--- src/design/pcf_pkg.sv ---
/*
  package for the port pin change flag block: register offsets, field layout,
  reset values and interrupt bit positions.
  assumes a plain register port with byte-wide registers at byte offsets.
*/
package pcf_pkg;

  // ----------------------------------------
  // widths
  // ----------------------------------------
  localparam int unsigned PIN_COUNT  = 6;
  localparam int unsigned DATA_WIDTH = 8;
  localparam int unsigned ADDR_WIDTH = 4;

  // ----------------------------------------
  // register offsets
  // ----------------------------------------
  localparam logic [3:0] OFS_FLAGS     = 4'h0;
  localparam logic [3:0] OFS_RISE_EN   = 4'h1;
  localparam logic [3:0] OFS_FALL_EN   = 4'h2;
  localparam logic [3:0] OFS_PIN_LEVEL = 4'h3;
  localparam logic [3:0] OFS_CTRL      = 4'h4;
  localparam logic [3:0] OFS_IRQ_STAT  = 4'h5;
  localparam logic [3:0] OFS_IRQ_MASK  = 4'h6;

  // ----------------------------------------
  // field positions
  // ----------------------------------------
  localparam int unsigned CTRL_GIE_BIT      = 0;
  localparam int unsigned CTRL_SUM_EN_BIT   = 1;
  localparam int unsigned CTRL_SUMMARY_BIT  = 4;
  localparam int unsigned IRQ_SUMMARY_BIT   = 0;
  localparam int unsigned IRQ_WIDTH         = 1;
  localparam int unsigned DBG_PIN_COUNT     = 2;

  // ----------------------------------------
  // reset values
  // ----------------------------------------
  localparam logic [5:0] FLAGS_RESET = 6'h00;
  localparam logic [5:0] EN_RESET    = 6'h00;
  localparam logic [1:0] CTRL_RESET  = 2'h0;
  localparam logic [0:0] IRQ_RESET   = 1'h0;
  localparam logic [7:0] READ_ZERO   = 8'h00;

endpackage

--- src/design/pcf_port_pin_change_flags.sv ---
/*
  port pin change flag block: synchronises six port pins, detects enabled
  rising and falling edges, keeps sticky per-pin flags and a summary flag.
  assumes pins are asynchronous to sys_clk and that the register master
  follows the one-cycle strobe protocol with read data one cycle later.
*/
// The address-and-strobe port and the placing of the registers are this design's own decisions.
// Summary of operation
// - set a pin flag on rising edge when its rise enable is one
// - set a pin flag on falling edge when its fall enable is one
// - flags stay set until software clears them; cleared reads zero
// - flag register bits five to zero map to pins five to zero
// - flag bits seven and six read zero and ignore writes
// - debugger enabled blocks change detection on pins one and zero
// - flags set regardless of interrupt enables or global enable
`timescale 1ns/1ps

module pcf_port_pin_change_flags #(
  parameter int unsigned PINS = pcf_pkg::PIN_COUNT
) (
  input  wire logic                            sys_clk,
  input  wire logic                            arst_n,
  input  wire logic [PINS-1:0]                 port_a_pin,
  input  wire logic                            debugger_enable,
  input  wire logic [pcf_pkg::ADDR_WIDTH-1:0]  reg_addr,
  input  wire logic [pcf_pkg::DATA_WIDTH-1:0]  reg_wdata,
  input  wire logic                            reg_write,
  input  wire logic                            reg_read,
  output logic      [pcf_pkg::DATA_WIDTH-1:0]  reg_rdata,
  output logic                                 change_summary_flag,
  output logic                                 irq
);

  // ----------------------------------------
  // state
  // ----------------------------------------
  logic [PINS-1:0] sync_a;
  logic [PINS-1:0] sync_b;
  logic [PINS-1:0] prev_pin;
  logic [PINS-1:0] pin_rise_detect_enable;
  logic [PINS-1:0] pin_fall_detect_enable;
  logic [PINS-1:0] port_a_change_flags;
  logic [PINS-1:0] pin_avail;
  logic [PINS-1:0] edge_hit;
  logic            dbg_sync_a;
  logic            dbg_sync_b;
  logic            global_interrupt_enable;
  logic            summary_int_enable;
  logic            irq_status;
  logic            irq_mask;
  logic            summary_now;
  logic            summary_rise;
  logic            summary_prev;
  logic            wr_flags;
  logic            rd_irq;

  assign wr_flags = reg_write && (reg_addr == pcf_pkg::OFS_FLAGS);
  assign rd_irq   = reg_read && (reg_addr == pcf_pkg::OFS_IRQ_STAT);

  // ----------------------------------------
  // pin synchronisers
  // ----------------------------------------
  // two-stage sync
  always_ff @(posedge sys_clk or negedge arst_n) begin
    if (!arst_n) begin
      sync_a     <= '0;
      sync_b     <= '0;
      prev_pin   <= '0;
      dbg_sync_a <= 1'b0;
      dbg_sync_b <= 1'b0;
    end else begin
      sync_a     <= port_a_pin;
      sync_b     <= sync_a;
      prev_pin   <= sync_b;
      dbg_sync_a <= debugger_enable;
      dbg_sync_b <= dbg_sync_a;
    end
  end

  // ----------------------------------------
  // edge detection and flags
  // ----------------------------------------
  genvar gi;
  generate
    for (gi = 0; gi < PINS; gi++) begin : g_pin
      if (gi < pcf_pkg::DBG_PIN_COUNT) begin : g_dbg
        assign pin_avail[gi] = ~dbg_sync_b;
      end else begin : g_free
        assign pin_avail[gi] = 1'b1;
      end
      assign edge_hit[gi] = pin_avail[gi] &&
                            ((pin_rise_detect_enable[gi] && sync_b[gi] && !prev_pin[gi]) ||
                             (pin_fall_detect_enable[gi] && !sync_b[gi] && prev_pin[gi]));

      always_ff @(posedge sys_clk or negedge arst_n) begin
        if (!arst_n) begin
          port_a_change_flags[gi] <= pcf_pkg::FLAGS_RESET[gi];
        end else if (edge_hit[gi]) begin
          port_a_change_flags[gi] <= 1'b1;
        end else if (wr_flags) begin
          port_a_change_flags[gi] <= reg_wdata[gi] & port_a_change_flags[gi];
        end
      end
    end
  endgenerate

  // ----------------------------------------
  // control registers
  // ----------------------------------------
  always_ff @(posedge sys_clk or negedge arst_n) begin
    if (!arst_n) begin
      pin_rise_detect_enable <= pcf_pkg::EN_RESET;
      pin_fall_detect_enable <= pcf_pkg::EN_RESET;
    end else if (reg_write) begin
      if (reg_addr == pcf_pkg::OFS_RISE_EN) begin
        pin_rise_detect_enable <= reg_wdata[PINS-1:0];
      end
      if (reg_addr == pcf_pkg::OFS_FALL_EN) begin
        pin_fall_detect_enable <= reg_wdata[PINS-1:0];
      end
    end
  end

  always_ff @(posedge sys_clk or negedge arst_n) begin
    if (!arst_n) begin
      global_interrupt_enable <= pcf_pkg::CTRL_RESET[pcf_pkg::CTRL_GIE_BIT];
      summary_int_enable      <= pcf_pkg::CTRL_RESET[pcf_pkg::CTRL_SUM_EN_BIT];
      irq_mask                <= pcf_pkg::IRQ_RESET[0];
    end else if (reg_write) begin
      if (reg_addr == pcf_pkg::OFS_CTRL) begin
        global_interrupt_enable <= reg_wdata[pcf_pkg::CTRL_GIE_BIT];
        summary_int_enable      <= reg_wdata[pcf_pkg::CTRL_SUM_EN_BIT];
      end
      if (reg_addr == pcf_pkg::OFS_IRQ_MASK) begin
        irq_mask <= reg_wdata[pcf_pkg::IRQ_SUMMARY_BIT];
      end
    end
  end

  // ----------------------------------------
  // summary flag and interrupt
  // ----------------------------------------
  assign summary_now  = |port_a_change_flags;
  assign summary_rise = summary_now && !summary_prev;

  always_ff @(posedge sys_clk or negedge arst_n) begin
    if (!arst_n) begin
      change_summary_flag <= 1'b0;
      summary_prev        <= 1'b0;
    end else begin
      change_summary_flag <= summary_now;
      summary_prev        <= summary_now;
    end
  end

  // sticky status, read clears, set wins
  always_ff @(posedge sys_clk or negedge arst_n) begin
    if (!arst_n) begin
      irq_status <= pcf_pkg::IRQ_RESET[0];
    end else if (summary_rise) begin
      irq_status <= 1'b1;
    end else if (rd_irq) begin
      irq_status <= 1'b0;
    end
  end

  always_ff @(posedge sys_clk or negedge arst_n) begin
    if (!arst_n) begin
      irq <= 1'b0;
    end else begin
      irq <= irq_status && irq_mask && global_interrupt_enable && summary_int_enable;
    end
  end

  // ----------------------------------------
  // read port
  // ----------------------------------------
  always_ff @(posedge sys_clk or negedge arst_n) begin
    if (!arst_n) begin
      reg_rdata <= pcf_pkg::READ_ZERO;
    end else begin
      reg_rdata <= pcf_pkg::READ_ZERO;
      if (reg_read) begin
        case (reg_addr)
          pcf_pkg::OFS_FLAGS:     reg_rdata <= {2'b00, port_a_change_flags};
          pcf_pkg::OFS_RISE_EN:   reg_rdata <= {2'b00, pin_rise_detect_enable};
          pcf_pkg::OFS_FALL_EN:   reg_rdata <= {2'b00, pin_fall_detect_enable};
          pcf_pkg::OFS_PIN_LEVEL: reg_rdata <= {2'b00, sync_b};
          pcf_pkg::OFS_CTRL:      reg_rdata <= {3'b000, summary_now, 2'b00,
                                                summary_int_enable, global_interrupt_enable};
          pcf_pkg::OFS_IRQ_STAT:  reg_rdata <= {7'h00, irq_status};
          pcf_pkg::OFS_IRQ_MASK:  reg_rdata <= {7'h00, irq_mask};
          default:                reg_rdata <= pcf_pkg::READ_ZERO;
        endcase
      end
    end
  end

  // ----------------------------------------
  // assertions
  // ----------------------------------------
  property p_rise_sets;
    @(posedge sys_clk) disable iff (!arst_n)
      (pin_rise_detect_enable[2] && sync_b[2] && !prev_pin[2]) |=> port_a_change_flags[2];
  endproperty
  a_rise_sets: assert property (p_rise_sets) else $error("rise did not set flag");

  property p_fall_sets;
    @(posedge sys_clk) disable iff (!arst_n)
      (pin_fall_detect_enable[3] && !sync_b[3] && prev_pin[3]) |=> port_a_change_flags[3];
  endproperty
  a_fall_sets: assert property (p_fall_sets) else $error("fall did not set flag");

  property p_sticky;
    @(posedge sys_clk) disable iff (!arst_n)
      (port_a_change_flags[4] && !wr_flags) |=> port_a_change_flags[4];
  endproperty
  a_sticky: assert property (p_sticky) else $error("flag dropped without clear");

  property p_read_map;
    @(posedge sys_clk) disable iff (!arst_n)
      (reg_read && reg_addr == pcf_pkg::OFS_FLAGS) |=> reg_rdata[5:0] == $past(port_a_change_flags);
  endproperty
  a_read_map: assert property (p_read_map) else $error("flag read mismatch");

  property p_upper_zero;
    @(posedge sys_clk) disable iff (!arst_n)
      ($past(reg_read) && $past(reg_addr) == pcf_pkg::OFS_FLAGS) |-> reg_rdata[7:6] == 2'b00;
  endproperty
  a_upper_zero: assert property (p_upper_zero) else $error("upper flag bits not zero");

  property p_dbg_block;
    @(posedge sys_clk) disable iff (!arst_n)
      (dbg_sync_b && !port_a_change_flags[0]) |=> !port_a_change_flags[0];
  endproperty
  a_dbg_block: assert property (p_dbg_block) else $error("debug pin flag set");

  property p_no_gating;
    @(posedge sys_clk) disable iff (!arst_n)
      (edge_hit[5] && !global_interrupt_enable) |=> port_a_change_flags[5];
  endproperty
  a_no_gating: assert property (p_no_gating) else $error("flag gated by enable");

  property p_one_set;
    @(posedge sys_clk) disable iff (!arst_n)
      (!pin_avail[1] || (sync_b[1] == prev_pin[1])) |-> !edge_hit[1];
  endproperty
  a_one_set: assert property (p_one_set) else $error("set without edge");

  property p_summary;
    @(posedge sys_clk) disable iff (!arst_n)
      ##1 change_summary_flag == |$past(port_a_change_flags);
  endproperty
  a_summary: assert property (p_summary) else $error("summary flag wrong");

  c_rise: cover property (@(posedge sys_clk) disable iff (!arst_n) edge_hit[2] ##1 port_a_change_flags[2]);
  c_clear: cover property (@(posedge sys_clk) disable iff (!arst_n) port_a_change_flags[0] ##1 !port_a_change_flags[0]);
  c_irq: cover property (@(posedge sys_clk) disable iff (!arst_n) irq);

endmodule

--- config.mk ---
export PLATFORM = sky130hd
export DESIGN_NAME = pcf_port_pin_change_flags
export DESIGN_NICKNAME = d
export VERILOG_FILES = /design/src/design/pcf_pkg.sv /design/src/design/pcf_port_pin_change_flags.sv
export SDC_FILE = /design/constraint.sdc
export NUM_CORES = 1
export LEC_CHECK = 0
export BUFFER_PORTS_ARGS = -buffer_cell sky130_fd_sc_hd__buf_2
export CAP_MARGIN = 10
export CORE_UTILIZATION = 54
export CTS_BUF_LIST = sky130_fd_sc_hd__clkbuf_2 sky130_fd_sc_hd__clkbuf_4 sky130_fd_sc_hd__clkbuf_8
export CTS_CLUSTER_SIZE = 8
export DETAILED_ROUTE_END_ITERATION = 6
export PLACE_DENSITY = 0.77
export REMOVE_ABC_BUFFERS = 1
export SLEW_MARGIN = 15
export SYNTH_ARGS = -nofsm -noshare
export SYNTH_HDL_FRONTEND = slang
export SYNTH_SLANG_ARGS = --single-unit
--- constraint.sdc ---
create_clock -name sys_clk -period 1.5 [get_ports sys_clk]
set_input_delay 0.15 -clock sys_clk [delete_from_list [all_inputs] [get_ports sys_clk]]
set_output_delay 0.15 -clock sys_clk [all_outputs]
set_load 0.01 [all_outputs]
==> impl_metrics.csv <==
group,metric,value,unit
outcome,status,"complete, no violations",
placement,io_buffers,28,
sta,period_share,80.8,%
placement,dp_slack,176,ps
route,ant_nets,0,
sta,fin_crit,1210,ps
die,die_w,62.6,um
route,wire_per_inst,14.7,um
min_path,hp-class,"primary input to flip-flop",
route,routed-via-count,1266,
power_and_ir_drop,leakage,1.04,nW
global_route,grt_pass1_wl,5.71,mm
global_route,grt_max_degree,51,
die,initial_core_util,58.0,%
placement,hpwlAfterDp,2.37,mm
route,drc,0,
placement,place_congestion,0.840,
clock_network,htree_levels,2,
sta,setup-tns-final,0,ps
global_route,antenna_found_initial,0,
critical_path,max_stage_delay,440,ps
cells_and_area,multi_input_area,684,um^2
route,drtPass1Iterations,4,
synthesis,synth-warning-count,0,
power_and_ir_drop,power.density,1180,mW/mm^2
critical_path,cp_slowest_cell,"dfrtp_1",
clock_network,clk_path_buf_depth,2,
synthesis,synthCells,143,
critical_path,critPathTopFamily,"simple AND/OR/NAND/NOR gates",
global_route,grt.met3_usage,5.66,%
die,core-area,0.00342,mm^2
clock_network,cts_buffers,5,
critical_path,cp_cell_sequence,"nor4_1, nand2_1, nand3_1, a21boi_0",
cells_and_area,nets,209,
critical_path,start_kind,"flip-flop",
route,drtIter0Drc,58,
global_route,grt_overflow,0,
sta,slew_viol_final,0,
clock_network,cts_tree,"yes",
clock_network,cts_resized,0,
sta,setup_ws,288,ps
die,dieHeight,62.6,um
synthesis,synth_seq_cells,50,
critical_path,path_buf_inv,0,
critical_path,cp.arrival,1480,ps
flow_run,drv_cap,0,
synthesis,syn_area_per_cell,13.9,um^2
route,routed_via_density,5.43,
critical_path,crit_path_end_kind,"flip-flop",
power_and_ir_drop,vdd_drop_max,0.000722,V
route,wl,3.43,mm
cells_and_area,seqCellArea,0.00125,mm^2
die,fp.dieArea,0.00392,mm^2
global_route,grt_pass1_vias,1253,
clock_network,root_buffer,"clkbuf_4",
sta,clock-skew-final,14.5,ps
global_route,busiest_layer,"met2",
cells_and_area,final_area,0.00235,mm^2
clock_network,post_cts_buffers,0,
cells_and_area,antenna_cells,0,
cells_and_area,fillCellCount,249,
synthesis,yosysSeqAreaShare,63.1,%
critical_path,cp_max_fo,3,
cells_and_area,area_delta_synth_final,18.6,%
clock_network,clock_latency,360,ps
die,rows,21,
power_and_ir_drop,power,0.00277,W
critical_path,worstSetupPathType,"flip-flop to flip-flop",
sta,rsz0062_at_grt,"false",
cells_and_area,layout-drive-gt1-share,34.2,%
sta,setup_violations,0,
die,io_pins,33,
sta,hold_viol,0,
synthesis,syn_area,0.00198,mm^2
placement,placed_cell_area,0.00219,mm^2
clock_network,clock_sinks,50,
global_route,grtUsageMet1,25.0,%
global_route,grtUsageMet2,31.7,%
critical_path,cp_data_required_time,1770,ps
global_route,track_usage,19.5,%
clock_network,clk_pin_slew,140,ps
synthesis,synth.distinct_cells,29,
sta,max_freq,0.825,GHz
==> where the power goes <==
part | internal (W) | switching [W] | leakage (nW)
Clock | 0.000370 | 0.000400 | 0.0419
Sequential | 0.00151 | 0.000112 | 0.592
Combinational | 0.000227 | 0.000155 | 0.409
Total | 0.00210 | 0.000667 | 1.04
==> layer usage <==
| metal | vias up | share of wire (%) |
|---|---|---|
| met2 | 29 | 51 |
| met3 | 7 | 4.3 |
| met5 | - | 0 |
| met4 | 0 | 1.8 |
| li1 | 597 | - |
| met1 | 633 | 43 |
==> placed cells by master (no fill, tap or decap), types with 3 or more instances in the layout <==
master,instances
mux2_2,16
a21boi_0,3
buf_2,28
nand3_1,4
mux4_2,5
nor3b_1,3
clkbuf_4,6
nand2b_1,4
o21ai_0,11
dfrtp_1,50
nand2_1,13
nor2_1,4
o211ai_1,4
buf_4,4
nand3b_1,4
dlygate4sd3_1,8
==> metrics by stage <==
stage / hold slack [ps] / std cells / util [%]
3_3_place_gp: 151 / 217 / 64.0
3_5_place_dp: 153 / 217 / 64.0
5_1_grt: 20.5 / 233 / 68.8
6_report: 32.8 / 233 / 68.8
2_1_floorplan: -146 / 138 / -
4_1_cts: 24.6 / 233 / 68.8
==> logic make-up after synthesis <==
group / synth area share (%)
multiplexers: 15.3
buffers and inverters: 2.52
flip-flops: 63.1
AND/OR/NAND/NOR: 11.4
AO/OA/AOI/OAI: 7.51
other: 0.189
==> area by class of cell <==
| type | count | area share [%] |
|---|---|---|
| Sequential cell | 50 | 53.2 |
| Clock inverter | 2 | 1.60 |
| Multi-Input combinational cell | 87 | 29.1 |
| Clock buffer | 6 | 1.92 |
| Inverter | 1 | 0.160 |
| Tap cell | 46 | 2.45 |
| Timing Repair Buffer | 41 | 11.5 |
==> synthesized netlist by cell type <==
master    number  area [um^2]
buf_2          1         5.00
nor3_1         1         5.00
and2b_1        1         7.51
nand2_1       13         48.8
nand3_1        4         20.0
mux2i_1        1         10.0
buf_6          1         11.3
nand3b_2       1         11.3
nand2b_1       4         25.0
o21ai_0       11         55.1
nor2b_1        1         6.26
nor4_1         1         6.26
mux2_2        16          180
o211ai_1       4         30.0
buf_4          4         30.0
dfrtp_1       50         1250
a21boi_0       3         22.5
o31ai_1        1         7.51
inv_1          1         3.75
and4_1         1         8.76
nor3b_1        3         22.5
nand3b_1       4         30.0
nor3b_4        1         18.8
mux4_2         5          113
o22a_1         2         17.5
nor2_1         4         15.0
conb_1         1         3.75
a31oi_1        1         6.26
a21oi_1        2         10.0
==> worst reg2reg max path: cells and delay by family (launching register included) <==
kind	cells	cell delay (ps)
simple gates	3	600
flops	1	440
compound gates	1	80
==> registers in the layout (all words and copies together), names as in the netlist, 6 cells and up <==
register	cells
prev_pin	6
reg_rdata	6
port_a_change_flags	6
pin_fall_detect_enable	6
sync_a	6
pin_rise_detect_enable	6
sync_b	6
==> final timing paths <==
path,cells past startpoint,slack (ps),end,start
setup / recovery,4,290,reg_rdata[4],port_a_change_flags[4]
hold / removal,2,30,pin_fall_detect_enable[4],reg_wdata[4]
setup reg to reg,4,290,reg_rdata[4],port_a_change_flags[4]
hold reg to reg,0,360,sync_b[1],sync_a[1]
max in group asynchronous,3,1000,prev_pin[1],arst_n
min in group asynchronous,3,280,reg_rdata[0],arst_n
==> timing repair <==
item,in CTS,in global routing
hold endpoints to repair,57,0
hold buffers,8,0
endpoints found under the setup margin,0,0
Note: power is estimated with default switching activity, not from simulation.
